==> src/bzd_defs.vh <==
// Constants of the buzzer clock divider: register offsets, field positions,
// reset values and division figures.
// Assumes inclusion by bare name from the design files of this block.
`ifndef BZD_DEFS_VH
`define BZD_DEFS_VH

// ----------------------------------------------------------------------
// Register byte offsets
// ----------------------------------------------------------------------
`define BZD_OFS_MODE      8'h00
`define BZD_OFS_BUZZER    8'h04
`define BZD_OFS_COUNTER   8'h08
`define BZD_OFS_CAPTURE   8'h0c
`define BZD_OFS_STATUS    8'h10
`define BZD_OFS_MASK      8'h14
`define BZD_OFS_USABLE    8'h18

// ----------------------------------------------------------------------
// Field positions
// ----------------------------------------------------------------------
`define BZD_MODE_CLK_LO   0
`define BZD_MODE_CLK_HI   1
`define BZD_MODE_EDGE_LO  2
`define BZD_MODE_EDGE_HI  3
`define BZD_BZ_ENABLE     0
`define BZD_BZ_FSEL_LO    1
`define BZD_BZ_FSEL_HI    3
`define BZD_EV_OVERFLOW   0
`define BZD_EV_CAPTURE    1
`define BZD_EV_BAD_READ   2
`define BZD_US_READ_OK    0
`define BZD_US_CAPT_OK    1
`define BZD_US_BUZZ_ON    2
`define BZD_US_MAIN_RUN   3

// ----------------------------------------------------------------------
// Reset values
// ----------------------------------------------------------------------
`define BZD_RST_MODE      4'h0
`define BZD_RST_BUZZER    4'h0
`define BZD_RST_MASK      3'h0

// ----------------------------------------------------------------------
// Count clock codes and main oscillator divisions
// ----------------------------------------------------------------------
`define BZD_CLK_DIV4      2'h0
`define BZD_CLK_DIV64     2'h1
`define BZD_CLK_DIV128    2'h2
`define BZD_CLK_SUB       2'h3
`define BZD_PRE_MASK4     7'h03
`define BZD_PRE_MASK64    7'h3f
`define BZD_PRE_MASK128   7'h7f

// ----------------------------------------------------------------------
// Capture edge codes
// ----------------------------------------------------------------------
`define BZD_EDGE_OFF      2'h0
`define BZD_EDGE_RISE     2'h1
`define BZD_EDGE_FALL     2'h2
`define BZD_EDGE_BOTH     2'h3

`endif

==> src/bzd_buzzer_div.v <==
// Buzzer divider: a free-running ripple of source ticks whose selected bit
// forms a 50 percent duty square wave.
// Assumes one source tick pulse per source clock period, on pclk.
`timescale 1ns/10ps
`default_nettype none

module bzd_buzzer_div #(
  parameter WIDTH = 13
) (
  input  wire             pclk,
  input  wire             presetn,
  input  wire             ce,
  input  wire             tick,
  input  wire [2:0]       freq_sel,
  input  wire             enable,
  output reg              wave
);

  reg  [WIDTH-1:0] div_count;
  reg              sel_bit;

  // Bit k toggles every 2^k ticks, so bit k is a divide by 2^(k+1).
  always @* begin
    case (freq_sel)
      3'h0:    sel_bit = div_count[3];
      3'h1:    sel_bit = div_count[4];
      3'h2:    sel_bit = div_count[7];
      3'h3:    sel_bit = div_count[8];
      3'h4:    sel_bit = div_count[9];
      3'h5:    sel_bit = div_count[10];
      3'h6:    sel_bit = div_count[11];
      default: sel_bit = div_count[12];
    endcase
  end

  // The divider never stops, so changing the code mid-tone is glitch-free
  // at the tick level; a half period may be shortened once.
  always @(posedge pclk or negedge presetn) begin
    if (!presetn) begin
      div_count <= {WIDTH{1'b0}};
      wave      <= 1'b0;
    end else if (ce) begin
      if (tick) begin
        div_count <= div_count + {{(WIDTH-1){1'b0}}, 1'b1};
      end
      wave <= enable & sel_bit;
    end
  end

endmodule // bzd_buzzer_div

`default_nettype wire

==> src/bzd_top.v <==
// Buzzer clock divider with its 16-bit free-running counter, capture and
// counter readout buffer, reached over APB.
// Assumes oscillator and capture pins are asynchronous to pclk and far
// slower than it; CPU clock mode inputs come from logic on pclk.
//
// Implementation choices: the APB interface to the registers and the register offsets.
`timescale 1ns/10ps
`default_nettype none
`include "bzd_defs.vh"

module bzd_top (
  input  wire        pclk,
  input  wire        presetn,
  input  wire        ce,
  input  wire        psel,
  input  wire        penable,
  input  wire        pwrite,
  input  wire [7:0]  paddr,
  input  wire [31:0] pwdata,
  output reg  [31:0] prdata,
  output reg         pready,
  output reg         pslverr,
  input  wire        main_osc_clock,
  input  wire        sub_osc_clock,
  input  wire        capture_pin,
  input  wire        main_osc_running,
  input  wire        cpu_on_sub,
  input  wire        cpu_high_speed,
  output reg         buzzer_port_pin,
  output reg         irq
);

  // ----------------------------------------------------------------------
  // Registers and state
  // ----------------------------------------------------------------------
  reg  [1:0]  count_clock_sel;
  reg  [1:0]  capture_edge_sel;
  reg         buzzer_output_enable;
  reg  [2:0]  buzzer_freq_sel;
  reg  [15:0] free_running_counter;
  reg  [15:0] capture_value;
  reg  [2:0]  event_status;
  reg  [2:0]  event_mask;
  reg  [6:0]  prescale;
  reg         sub_pending;
  reg         capture_pending;
  reg  [2:0]  main_sync;
  reg  [2:0]  sub_sync;
  reg  [2:0]  cap_sync;
  reg  [2:0]  read_clear;
  reg         read_was_bad;
  reg  [31:0] next_prdata;
  reg         next_pslverr;
  reg         source_tick;
  reg         main_count_tick;

  wire        buzzer_wave;
  wire        main_edge;
  wire        sub_edge;
  wire        cap_rise;
  wire        cap_fall;
  wire        capture_trigger;
  wire        main_half_tick;
  wire        sub_sync_tick;
  wire        sub_selected;
  wire        readout_valid;
  wire        capture_usable;
  wire        buzzer_active;
  wire        counter_wrap;
  wire        setup_phase;
  wire        access_done;
  wire [2:0]  new_events;

  // ----------------------------------------------------------------------
  // Pin synchronisers
  // ----------------------------------------------------------------------
  // Edges are taken between the second and third stage, so the first stage
  // feeds nothing but the second.
  always @(posedge pclk or negedge presetn) begin
    if (!presetn) begin
      main_sync <= 3'h0;
      sub_sync  <= 3'h0;
      cap_sync  <= 3'h0;
    end else if (ce) begin
      main_sync <= {main_sync[1:0], main_osc_clock};
      sub_sync  <= {sub_sync[1:0], sub_osc_clock};
      cap_sync  <= {cap_sync[1:0], capture_pin};
    end
  end

  assign main_edge = main_sync[1] & ~main_sync[2];
  assign sub_edge  = sub_sync[1] & ~sub_sync[2];
  assign cap_rise  = cap_sync[1] & ~cap_sync[2];
  assign cap_fall  = ~cap_sync[1] & cap_sync[2];

  // ----------------------------------------------------------------------
  // Source clock selection
  // ----------------------------------------------------------------------
  assign sub_selected   = (count_clock_sel == `BZD_CLK_SUB);
  assign main_half_tick = main_edge & prescale[0];
  assign sub_sync_tick  = main_edge & sub_pending;

  always @* begin
    case (count_clock_sel)
      `BZD_CLK_DIV4:
        main_count_tick = main_edge &
          ((prescale & `BZD_PRE_MASK4) == `BZD_PRE_MASK4);
      `BZD_CLK_DIV64:
        main_count_tick = main_edge &
          ((prescale & `BZD_PRE_MASK64) == `BZD_PRE_MASK64);
      `BZD_CLK_DIV128:
        main_count_tick = main_edge & (prescale == `BZD_PRE_MASK128);
      default:
        main_count_tick = 1'b0;
    endcase
  end

  // With the buzzer off the subsystem clock is retimed onto main oscillator
  // edges so capture and readout see a clean count; that costs counting
  // whenever the main oscillator is stopped.
  always @* begin
    if (sub_selected) begin
      if (buzzer_output_enable) begin
        source_tick = sub_edge;
      end else begin
        source_tick = sub_sync_tick;
      end
    end else begin
      source_tick = main_count_tick;
    end
  end

  always @(posedge pclk or negedge presetn) begin
    if (!presetn) begin
      prescale    <= 7'h00;
      sub_pending <= 1'b0;
    end else if (ce) begin
      if (main_edge) begin
        prescale <= prescale + 7'h01;
      end
      if (sub_edge) begin
        sub_pending <= 1'b1;
      end else if (main_edge) begin
        sub_pending <= 1'b0;
      end
    end
  end

  // ----------------------------------------------------------------------
  // Counter and capture
  // ----------------------------------------------------------------------
  assign counter_wrap = source_tick & (free_running_counter == 16'hffff);
  assign capture_trigger =
    (capture_edge_sel[0] & cap_rise) | (capture_edge_sel[1] & cap_fall);

  // A trigger is held until the next main divided-by-two tick, so nothing
  // is captured while the main oscillator stands still.
  always @(posedge pclk or negedge presetn) begin
    if (!presetn) begin
      free_running_counter <= 16'h0000;
      capture_value        <= 16'h0000;
      capture_pending      <= 1'b0;
    end else if (ce) begin
      if (source_tick) begin
        free_running_counter <= free_running_counter + 16'h0001;
      end
      if (main_half_tick & capture_pending) begin
        capture_value <= free_running_counter;
      end
      if (capture_trigger) begin
        capture_pending <= 1'b1;
      end else if (main_half_tick) begin
        capture_pending <= 1'b0;
      end
    end
  end

  // ----------------------------------------------------------------------
  // Usability of capture and readout
  // ----------------------------------------------------------------------
  assign readout_valid = sub_selected ?
    (~buzzer_output_enable & main_osc_running) :
    (~cpu_on_sub & cpu_high_speed & main_osc_running);
  assign capture_usable = main_osc_running &
    ~(sub_selected & buzzer_output_enable);
  assign buzzer_active = buzzer_output_enable &
    (sub_selected | main_osc_running);

  // ----------------------------------------------------------------------
  // Buzzer
  // ----------------------------------------------------------------------
  bzd_buzzer_div #(
    .WIDTH    (13)
  ) u_div (
    .pclk     (pclk),
    .presetn  (presetn),
    .ce       (ce),
    .tick     (source_tick),
    .freq_sel (buzzer_freq_sel),
    .enable   (buzzer_output_enable),
    .wave     (buzzer_wave)
  );

  // A disabled buzzer leaves the pin low, which matches a cleared latch.
  always @(posedge pclk or negedge presetn) begin
    if (!presetn) begin
      buzzer_port_pin <= 1'b0;
    end else if (ce) begin
      buzzer_port_pin <= buzzer_wave & buzzer_output_enable;
    end
  end

  // ----------------------------------------------------------------------
  // APB slave
  // ----------------------------------------------------------------------
  assign setup_phase = psel & ~penable;
  assign access_done = psel & penable & pready;

  always @* begin
    next_prdata  = 32'h0000_0000;
    next_pslverr = 1'b0;
    case (paddr)
      `BZD_OFS_MODE:
        next_prdata[3:0] = {capture_edge_sel, count_clock_sel};
      `BZD_OFS_BUZZER:
        next_prdata[3:0] = {buzzer_freq_sel, buzzer_output_enable};
      `BZD_OFS_COUNTER:
        next_prdata[15:0] = free_running_counter;
      `BZD_OFS_CAPTURE:
        next_prdata[15:0] = capture_value;
      `BZD_OFS_STATUS:
        next_prdata[2:0] = event_status;
      `BZD_OFS_MASK:
        next_prdata[2:0] = event_mask;
      `BZD_OFS_USABLE:
        next_prdata[3:0] = {main_osc_running, buzzer_active,
                            capture_usable, readout_valid};
      default:
        next_pslverr = 1'b1;
    endcase
  end

  // Read data is latched in the setup cycle, acting as the counter read
  // buffer; the access phase then completes with no wait state.
  always @(posedge pclk or negedge presetn) begin
    if (!presetn) begin
      prdata       <= 32'h0000_0000;
      pready       <= 1'b0;
      pslverr      <= 1'b0;
      read_clear   <= 3'h0;
      read_was_bad <= 1'b0;
    end else if (ce) begin
      pready <= setup_phase;
      if (setup_phase) begin
        prdata       <= pwrite ? 32'h0000_0000 : next_prdata;
        pslverr      <= next_pslverr;
        read_clear   <= (~pwrite && paddr == `BZD_OFS_STATUS) ?
                        event_status : 3'h0;
        read_was_bad <= ~pwrite & (paddr == `BZD_OFS_COUNTER) &
                        ~readout_valid;
      end else begin
        pslverr <= 1'b0;
      end
    end
  end

  always @(posedge pclk or negedge presetn) begin
    if (!presetn) begin
      {capture_edge_sel, count_clock_sel}     <= `BZD_RST_MODE;
      {buzzer_freq_sel, buzzer_output_enable} <= `BZD_RST_BUZZER;
      event_mask           <= `BZD_RST_MASK;
    end else if (ce && access_done && pwrite) begin
      case (paddr)
        `BZD_OFS_MODE: begin
          count_clock_sel  <= pwdata[`BZD_MODE_CLK_HI:`BZD_MODE_CLK_LO];
          capture_edge_sel <= pwdata[`BZD_MODE_EDGE_HI:`BZD_MODE_EDGE_LO];
        end
        `BZD_OFS_BUZZER: begin
          buzzer_output_enable <= pwdata[`BZD_BZ_ENABLE];
          buzzer_freq_sel <= pwdata[`BZD_BZ_FSEL_HI:`BZD_BZ_FSEL_LO];
        end
        `BZD_OFS_MASK: begin
          event_mask <= pwdata[2:0];
        end
        default: begin
          event_mask <= event_mask;
        end
      endcase
    end
  end

  // ----------------------------------------------------------------------
  // Interrupt
  // ----------------------------------------------------------------------
  // Only bits that were actually returned by the status read are cleared,
  // and a new event in the same cycle sets its bit again.
  assign new_events = {access_done & read_was_bad,
                       main_half_tick & capture_pending,
                       counter_wrap};

  always @(posedge pclk or negedge presetn) begin
    if (!presetn) begin
      event_status <= 3'h0;
      irq          <= 1'b0;
    end else if (ce) begin
      if (access_done) begin
        event_status <= (event_status & ~read_clear) | new_events;
      end else begin
        event_status <= event_status | new_events;
      end
      irq <= |(event_status & event_mask);
    end
  end

endmodule // bzd_top

`default_nettype wire

==> config.mk <==
export PLATFORM = sky130hd
export DESIGN_NAME = bzd_top
export DESIGN_NICKNAME = d
export VERILOG_FILES = /design/src/bzd_buzzer_div.v /design/src/bzd_top.v
export VERILOG_INCLUDE_DIRS = /design/src
export SDC_FILE = /design/constraint.sdc
export NUM_CORES = 1
export LEC_CHECK = 0
export BUFFER_PORTS_ARGS = -buffer_cell sky130_fd_sc_hd__clkbuf_2
export CORE_UTILIZATION = 48
export CTS_CLUSTER_DIAMETER = 100
export DETAILED_ROUTE_END_ITERATION = 10
export GPL_TIMING_DRIVEN = 0
export MAX_ROUTING_LAYER = met4
export PLACE_DENSITY = 0.7
export SETUP_SLACK_MARGIN = 0.05
export SYNTH_ARGS = -nofsm -noshare
export SYNTH_HDL_FRONTEND = slang
export SYNTH_SLANG_ARGS = --single-unit
export TNS_END_PERCENT = 100
==> constraint.sdc <==
create_clock -name pclk -period 2.5 [get_ports pclk]
set_input_delay 0.5 -clock pclk [delete_from_list [all_inputs] [get_ports pclk]]
set_output_delay 0.5 -clock pclk [all_outputs]
set_load 0.05 [all_outputs]
==> results of run 1 <==
## cell usage in the layout (no fill, tap or decap), types with 3 or more instances in the layout
| cell | instances |
|---|---|
| sky130_fd_sc_hd__a21oi_1 | 5 |
| sky130_fd_sc_hd__a22o_1 | 8 |
| sky130_fd_sc_hd__a22oi_1 | 16 |
| sky130_fd_sc_hd__and3_1 | 6 |
| sky130_fd_sc_hd__and4_1 | 4 |
| sky130_fd_sc_hd__buf_2 | 4 |
| sky130_fd_sc_hd__buf_4 | 18 |
| sky130_fd_sc_hd__clkbuf_1 | 9 |
| sky130_fd_sc_hd__clkbuf_2 | 42 |
| sky130_fd_sc_hd__clkbuf_8 | 9 |
| sky130_fd_sc_hd__conb_1 | 16 |
| sky130_fd_sc_hd__dfrtp_1 | 102 |
| sky130_fd_sc_hd__ha_1 | 7 |
| sky130_fd_sc_hd__inv_1 | 9 |
| sky130_fd_sc_hd__mux2_1 | 14 |
| sky130_fd_sc_hd__mux2_2 | 24 |
| sky130_fd_sc_hd__mux4_2 | 3 |
| sky130_fd_sc_hd__nand2_1 | 65 |
| sky130_fd_sc_hd__nand3_1 | 14 |
| sky130_fd_sc_hd__nand3b_1 | 6 |
| sky130_fd_sc_hd__nand4_1 | 12 |
| sky130_fd_sc_hd__nor2_1 | 18 |
| sky130_fd_sc_hd__nor3_1 | 5 |
| sky130_fd_sc_hd__nor4_2 | 4 |
| sky130_fd_sc_hd__o21ai_0 | 7 |
| sky130_fd_sc_hd__o21ai_1 | 4 |
| sky130_fd_sc_hd__o22ai_1 | 3 |
| sky130_fd_sc_hd__xnor2_1 | 17 |
| sky130_fd_sc_hd__xor2_1 | 16 |
## where the power goes
part / internal, mW / switching (mW)
Clock: 0.372 / 0.568
Sequential: 1.75 / 0.118
Combinational: 0.163 / 0.230
## state kept, by name, summed over array words and instances (netlist names), 2 cells and up
| register | count |
|---|---|
| main_sync | 3 |
| prescale | 7 |
| read_clear | 3 |
| capture_value | 16 |
| event_mask | 3 |
| u_div.div_count | 13 |
| sub_sync | 3 |
| event_status | 3 |
| capture_edge_sel | 2 |
| prdata | 16 |
| cap_sync | 3 |
| free_running_counter | 16 |
| count_clock_sel | 2 |
| buzzer_freq_sel | 3 |
## cell type report
type	count	area, um^2	area share (%)
Clock buffer	11	131	2.38
Buffer	31	196	3.56
Clock inverter	5	41.3	0.748
Inverter	9	33.8	0.612
Sequential cell	102	2550	46.3
Tap cell	133	166	3.02
Multi-Input combinational cell	302	2150	39.0
Timing Repair Buffer	44	245	4.45
## kinds of logic after synthesis
group	after synthesis	share of synthesized area (%)
and+or+nand+nor	149	16.6
DFF	102	52.3
AOI/OAI and AO/OA	55	8.21
muxes	42	10.4
buffers and inverters	40	4.72
xor gates and xnor gates	33	5.93
adders and majority gates	7	1.80
other	1	0.0769
## per-layer routing
layer	track usage, %	vias to the layer above	share of wire, %
met5	-	-	0
met4	6.50	0	0.86
met3	3.46	8	3.3
met2	32.0	71	47
met1	28.4	1657	49
li1	-	1626	-
## worst min path at each step
| stage | startpoint | endpoint | slack, ns | cells after the start |
|---|---|---|---|---|
| CTS | presetn | prescale[5]$_DFFE_PN0P_ | 0.18 | 1 |
| global route | presetn | prescale[4]$_DFFE_PN0P_ | 0.18 | 1 |
| detailed placement | prdata[0]$_DFFE_PN0P_ | prdata[0]$_DFFE_PN0P_ | 0.46 | 2 |
| floorplan | presetn | buzzer_freq_sel[0]$_DFFE_PN0P_ | 0.20 | 0 |
| global placement | capture_value[15]$_DFFE_PN0P_ | prdata[15]$_DFFE_PN0P_ | 0.45 | 2 |
| finish | presetn | prescale[5]$_DFFE_PN0P_ | 0.16 | 1 |
## worst max-delay path: stages (launching register included)
cell	delay (ns)
sky130_fd_sc_hd__dfrtp_1	0.48
sky130_fd_sc_hd__ha_1	0.36
sky130_fd_sc_hd__nand2_1	0.16
sky130_fd_sc_hd__a21oi_1	0.28
sky130_fd_sc_hd__a21o_1	0.13
sky130_fd_sc_hd__buf_2	0.21
sky130_fd_sc_hd__nand4_1	0.14
sky130_fd_sc_hd__xnor2_1	0.17
## stage by stage
| step | TNS [ns] | setup slack [ns] | cells | power, mW | hold slack (ns) |
|---|---|---|---|---|---|
| 2_1_floorplan | 0 | 0.758 | 444 | 2.15 | 0.204 |
| 3_3_place_gp | -38.03 | -0.378 | 620 | 2.27 | 0.450 |
| 3_5_place_dp | 0 | 0.216 | 621 | 2.30 | 0.461 |
| 4_1_cts | 0 | 0.409 | 637 | 3.23 | 0.177 |
| 5_1_grt | 0 | 0.279 | 637 | 3.36 | 0.183 |
| 6_report | 0 | 0.435 | 637 | 3.20 | 0.155 |
==> qor_table.md, run 1 <==
| Stage | Parameter | This run |
|:---|:---|:---|
| status | Outcome | finished, final reports clean |
| detailed routing | Aggregate routed wire length | 9810 um |
| yosys | Mean instance size in the synthesized netlist | 11.4 um^2 |
| grt | Total track usage | 20.8% |
| critical path | Data required time of the critical path | 2.75 ns |
| cells and area | Share of cells above drive strength 1 | 23.8% |
| clocking | Buffer depth of the longest clock path | 2 |
| detailed routing | Average vias per placed instance | 5.28 |
| clocking | Hold buffer count at cts | 0 |
| yosys | Cell with the most instances after synthesis | sky130_fd_sc_hd__dfrtp_1 |
| floorplan | Die Wd | 103 um |
| sta | Relative slew margins | 55.6% |
| cells and area | Post-route design area | 0.00552 mm^2 |
| detailed routing | Remaining routing DRC violations | 0 |
| clocking | CTS buffer count | 9 |
| cells and area | Area added between synthesis and finish | 13.1% |
| grt | Global route overflow | 0 |
| yosys | Post-synth top area share | 52.3% |
| grt | Antenna violations before repair | 0 |
| floorplan | Number of standard-cell rows in the floorplan | 36 |
| grt | Maximum number of pins on one net before global-route repair | 62 |
| yosys | Post-synthesis cell type count | 54 |
| yosys | Share of flip-flops with an asynchronous set or reset | 100% |
| yosys | Warnings from Yosys | 0 |
| detailed routing | Detail Route Antenna Nets | 0 |
| pwr | Pleak | 2.69 nW |
| sta | Final setup vio count | 0 |
| yosys | Top post-synthesis cells by area | sky130_fd_sc_hd__dfrtp_1, sky130_fd_sc_hd__mux2_2, sky130_fd_sc_hd__nand2_1 |
| floorplan | Count of pins on the block boundary | 88 |
| cells and area | Fill cell count | 871 |
| grt | Via count of the first global-routing pass | 3235 |
| placement | Placer Congestion | 0.849 |
| floorplan | Effective utilization at floorplan | 49.7% |
| pwr | VDD IR max | 0.000221 V |
| clocking | TritonCTS clock tree | yes |
| critical path | Highest net fanout along the worst path | 10 |
| cells and area | Total Nets Final | 558 |
| detailed routing | Detailed-router iteration count before antenna repair | 5 |
| clocking | Setup fix buffers added after clock tree synthesis | 0 |
| critical path | Category of the worst setup path capture point | flop |
| detailed routing | Wirelength per Cell | 15.4 um |
| sta | Layout Skew | 0.0182 ns |
| critical path | Critical Setup Path Class | flop to flop |
| clocking | CTS clk-pin slew, worst paths | 0.10 ns |
| critical path | Worst setup startpoint | count_clock_sel[1]$_DFFE_PN0P_ |
| sta | Final period demand of the worst path | 2.07 ns |
| critical path | Data arrival time at the worst-slack endpoint | 2.32 ns |
| critical path | Depth of the most critical reg-to-reg path | 7 |
| critical path | FF-to-FF End | free_running_counter[10]$_DFFE_PN0P_ |
| sta | Upper clock frequency limit | 0.484 GHz |
| sta | Number of endpoints with negative hold slack in the final report | 0 |
| placement | IO buf count | 43 |
| floorplan | Area enclosed by the die boundary | 0.0106 mm^2 |
| sta | Max-slew violation total from the final report | 0 |
| yosys | Mapped cell area | 0.00488 mm^2 |
| floorplan | Placeable core region | 0.00982 mm^2 |
| grt | Global-route wire length before repair | 16100 um |
| clocking | Post-cts repair resize count | 0 |
| detailed routing | Number of DRC markers after the initial detailed-route iteration | 122 |
| clocking | Clock latency of the later-clocked register in the worst-skew pair | 0.37 ns |
| yosys | Primary flip-flop cell chosen by synthesis mapping | sky130_fd_sc_hd__dfrtp_1 |
| yosys | List of most frequent post-synthesis cells | sky130_fd_sc_hd__dfrtp_1, sky130_fd_sc_hd__nand2_1, sky130_fd_sc_hd__mux2_2, sky130_fd_sc_hd__buf_4, sky130_fd_sc_hd__nor2_1 |
| pwr | Pwr Density | 581 mW/mm^2 |
| sta | Share of the cycle needed by the critical path after routing | 82.6% |
| sta | Unrepaired setup endpoints after global routing | false |
| yosys | Proportion of synthesized chip area in sequential cells | 52.3% |
| detailed routing | Via count | 3362 |
| clocking | H-tree depth reported by CTS | 3 |
| min path | Class of the tightest hold or removal check | input port to asynchronous set/reset pin |
| critical path | Crit path capture | free_running_counter[10]$_DFFE_PN0P_ |
| yosys | Number of flops mapped to enable cells by yosys | 0 |
| critical path | Startpoint of the worst-slack reg-to-reg timing path | count_clock_sel[1]$_DFFE_PN0P_ |
| yosys | Number of instances in the synthesized netlist | 429 |
| placement | Dpl cell area | 0.00534 mm^2 |
| clocking | Root Buffer Master | sky130_fd_sc_hd__clkbuf_8 |
| critical path | Setup slack of the worst register-to-register path | 0.43 ns |
| yosys | Cell type with the highest aggregate area in the netlist | sky130_fd_sc_hd__dfrtp_1 |
| critical path | Startpoint type of the worst setup path | flop |
| cells and area | Diode count | 0 |
| floorplan | Vertical extent of the die | 103 um |
| job | Max-cap viol count | 0 |
| placement | HPWL after detailed placement | 7320 um |
| sta | Least-Margin Pin Slew | 0.661 ns |
| cells and area | Fraction of the core area covered by cells at the end of the flow | 56.2% |
| yosys | Flop and latch count out of synthesis | 102 |
| clocking | Number of sinks on the clock net | 102 |
Power figures use the tool's default switching activity.
==> inputs of run 2 (changes only) <==
- ABC_AREA: unset -> 1
- PLACE_DENSITY: 0.7 -> 0.72
- clock period: 2.5 -> 1.71 ns (I/O delays scaled with it)
==> run 2 against run 1 <==
  * Register-to-register slack got worse by 0.40 ns
  * Cell count up 43%
  * First-iteration DRC count increased to 2.7 times the previous value
  * Clock skew shrank 0.0012 ns
  * Sequential share of layout area decreased by 5.4 points
  * Critical path depth up 4
  * Synthesized cell count up 61%
  * Wire length increased by 31%
  * Fmax increased by 23%
  * Die area rose by 9.9%
==> qor_table.md, run 2 <==
| Stage | Parameter | This run |
|:---|:---|:---|
| status | Outcome | finished, final reports clean |
| clocking | CTS buffer count | 9 |
| sta | Number of endpoints with negative hold slack in the final report | 0 |
| detailed routing | Detail Route Antenna Nets | 0 |
| yosys | Post-synthesis cell type count | 31 |
| cells and area | Area taken by multi-input logic gates | 0.00248 mm^2 |
| yosys | List of most frequent post-synthesis cells | sky130_fd_sc_hd__nand2_1, sky130_fd_sc_hd__dfrtp_1, sky130_fd_sc_hd__nand3_1, sky130_fd_sc_hd__inv_1, sky130_fd_sc_hd__nor2_1 |
| grt | Antenna violations before repair | 0 |
| floorplan | Die Wd | 108 um |
| detailed routing | Wirelength per Cell | 14.1 um |
| clocking | Root Buffer Master | sky130_fd_sc_hd__clkbuf_8 |
| floorplan | Count of pins on the block boundary | 88 |
| clocking | Number of sinks on the clock net | 102 |
| placement | Dpl cells | 891 |
| job | Max-cap viol count | 0 |
| detailed routing | Via count | 4798 |
| sta | Final TNS setup | 0 ns |
| clocking | Hold buffer count at cts | 0 |
| sta | Final period demand of the worst path | 1.67 ns |
| grt | Global-route wire length before repair | 21500 um |
| cells and area | Register area | 0.00255 mm^2 |
| sta | Final hold slack | 0.0757 ns |
| placement | Placer Congestion | 0.903 |
| critical path | Startpoint type of the worst setup path | flop |
| critical path | Highest net fanout along the worst path | 5 |
| yosys | Flop and latch count out of synthesis | 102 |
| critical path | Critical Setup Path Class | flop to flop |
| detailed routing | Aggregate routed wire length | 12800 um |
| grt | Maximum number of pins on one net before global-route repair | 57 |
| placement | IO buf count | 43 |
| sta | Unrepaired setup endpoints after global routing | true |
| cells and area | Fill cell count | 1014 |
| sta | Max-slew violation total from the final report | 0 |
| sta | Final WS setup | 0.0353 ns |
| sta | Layout Skew | 0.0170 ns |
| floorplan | Effective utilization at floorplan | 49.3% |
| critical path | Data required time of the critical path | 1.98 ns |
| yosys | Mapped cell area | 0.00537 mm^2 |
| critical path | Depth of the most critical reg-to-reg path | 11 |
| detailed routing | Average vias per placed instance | 5.26 |
| clocking | Buffer depth of the longest clock path | 2 |
| sta | Upper clock frequency limit | 0.597 GHz |
| cells and area | Total Nets Final | 827 |
| cells and area | Share of cells above drive strength 1 | 16.6% |
| sta | Least-Margin Pin Slew | 0.811 ns |
| sta | Relative slew margins | 46.0% |
| yosys | Mean instance size in the synthesized netlist | 7.76 um^2 |
| yosys | Number of flops mapped to enable cells by yosys | 0 |
| critical path | Category of the worst setup path capture point | flop |
| grt | Total track usage | 24.4% |
| cells and area | Most common cell after layout, fill and taps aside | sky130_fd_sc_hd__nand2_1 |
| clocking | CTS clk-pin slew, worst paths | 0.11 ns |
| yosys | Share of flip-flops with an asynchronous set or reset | 100% |
| yosys | Proportion of synthesized chip area in sequential cells | 47.5% |
| floorplan | Placeable core region | 0.0109 mm^2 |
| grt | Global route overflow | 0 |
| cells and area | Fraction of the core area covered by cells at the end of the flow | 57.4% |
| placement | Pre-CTS WS | -0.189 ns |
| min path | Class of the tightest hold or removal check | input port to asynchronous set/reset pin |
| clocking | H-tree depth reported by CTS | 3 |
| detailed routing | Remaining routing DRC violations | 0 |
| yosys | Primary flip-flop cell chosen by synthesis mapping | sky130_fd_sc_hd__dfrtp_1 |
| pwr | VDD IR max | 0.000437 V |
| grt | Via count of the first global-routing pass | 4633 |
| floorplan | Number of standard-cell rows in the floorplan | 38 |
| cells and area | Most frequent cells in the layout | sky130_fd_sc_hd__nand2_1, sky130_fd_sc_hd__dfrtp_1, sky130_fd_sc_hd__nand3_1 |
| critical path | Data arrival time at the worst-slack endpoint | 1.94 ns |
| floorplan | Vertical extent of the die | 108 um |
| yosys | Number of instances in the synthesized netlist | 692 |
| sta | Share of the cycle needed by the critical path after routing | 97.9% |
| yosys | Top post-synthesis cells by area | sky130_fd_sc_hd__dfrtp_1, sky130_fd_sc_hd__nand2_1, sky130_fd_sc_hd__nand3_1 |
| clocking | Clock latency of the later-clocked register in the worst-skew pair | 0.38 ns |
| clocking | TritonCTS clock tree | yes |
| cells and area | Non-Filler Instances | 913 |
| cells and area | Area added between synthesis and finish | 16.4% |
| detailed routing | Detailed-router iteration count before antenna repair | 4 |
| sta | Final setup vio count | 0 |
| yosys | Cell type with the highest aggregate area in the netlist | sky130_fd_sc_hd__dfrtp_1 |
| yosys | Post-synth top area share | 47.5% |
| cells and area | Diode count | 0 |
| pwr | Pwr Density | 849 mW/mm^2 |
| pwr | Pleak | 3.17 nW |
| placement | HPWL after detailed placement | 9510 um |
| yosys | Warnings from Yosys | 0 |
| floorplan | Area enclosed by the die boundary | 0.0116 mm^2 |
| yosys | Cell with the most instances after synthesis | sky130_fd_sc_hd__nand2_1 |
| detailed routing | Number of DRC markers after the initial detailed-route iteration | 333 |
| cells and area | Largest registers | capture_value (16), free_running_counter (16), prdata (16) |
[run 2: logic make-up after synthesis]
logic type,synth area share [%]
buffers and inverters,8.62
xor gates and xnor gates,3.59
and+or+nand+nor,29.9
AOI/OAI and AO/OA,8.60
adders and majority gates,1.63
DFF,47.5
other,0.0698
[run 2: worst max-delay path, cell delays in order (launching register included)]
cell,delay [ns]
sky130_fd_sc_hd__dfrtp_2,0.47
sky130_fd_sc_hd__ha_4,0.19
sky130_fd_sc_hd__inv_4,0.06
sky130_fd_sc_hd__nand3_2,0.06
sky130_fd_sc_hd__nor2_1,0.12
sky130_fd_sc_hd__nand2_2,0.08
sky130_fd_sc_hd__nand2_4,0.11
sky130_fd_sc_hd__nand2_4,0.06
sky130_fd_sc_hd__buf_6,0.15
sky130_fd_sc_hd__clkbuf_16,0.15
sky130_fd_sc_hd__nand2_1,0.05
sky130_fd_sc_hd__nand2_1,0.05
[run 2: metal layers]
metal	track usage [%]	part of all wire (%)	routed length, um
met1	30.6	46	5880
met2	40.2	49	6280
met3	4.72	3.9	498
met4	6.85	1.4	186
met5	-	0	0
[run 2: worst paths after layout]
| check | start | endpoint | slack (ns) |
|---|---|---|---|
| min in group pclk | main_osc_clock | main_sync[0]$_DFFE_PN0P_ | 0.16 |
| max reg2reg | count_clock_sel[0]$_DFFE_PN0P_ | u_div.div_count[3]$_DFFE_PN0P_ | 0.04 |
| min | presetn | prdata[10]$_DFFE_PN0P_ | 0.08 |
| max in group asynchronous | presetn | count_clock_sel[1]$_DFFE_PN0P_ | 0.90 |
| min reg2reg | cap_sync[0]$_DFFE_PN0P_ | cap_sync[0]$_DFFE_PN0P_ | 0.49 |
| max | count_clock_sel[0]$_DFFE_PN0P_ | u_div.div_count[3]$_DFFE_PN0P_ | 0.04 |
[run 2: cell type report]
type                            count  share of cell area (%)
Clock buffer                        9                    1.98
Tap cell                          140                    2.80
Sequential cell                   102                    40.9
Multi-Input combinational cell    504                    39.6
Timing Repair Buffer               50                    5.13
Inverter                           64                    3.89
Buffer                             37                    3.97
Clock inverter                      7                    1.70
[run 2: power by group]
group | internal, mW | total (mW) | leakage [nW] | switching (mW)
sequential | 2.60 | 2.78 | 1.38 | 0.176
combinational | 0.265 | 0.778 | 1.68 | 0.512
clock | 0.847 | 1.75 | 0.109 | 0.902
total | 3.71 | 5.30 | 3.17 | 1.59
[run 2: stage by stage]
step                power [mW]  instance area (um^2)
floorplan                 3.29                  5430
global placement          3.50                  5820
detailed placement        3.54                  5850
CTS                       5.29                  6140
global route              5.55                  6250
finish                    5.30                  6250
[run 2: timing repair]
| item | CTS | global route |
|---|---|---|
| setup endpoints to repair | 42 | 46 |
| buffers inserted | 4 | 1 |
| gates cloned | 0 | 1 |
| resized for setup | 14 | 24 |
| endpoints found under the hold margin | 0 | 0 |
| pin swaps | 0 | 5 |
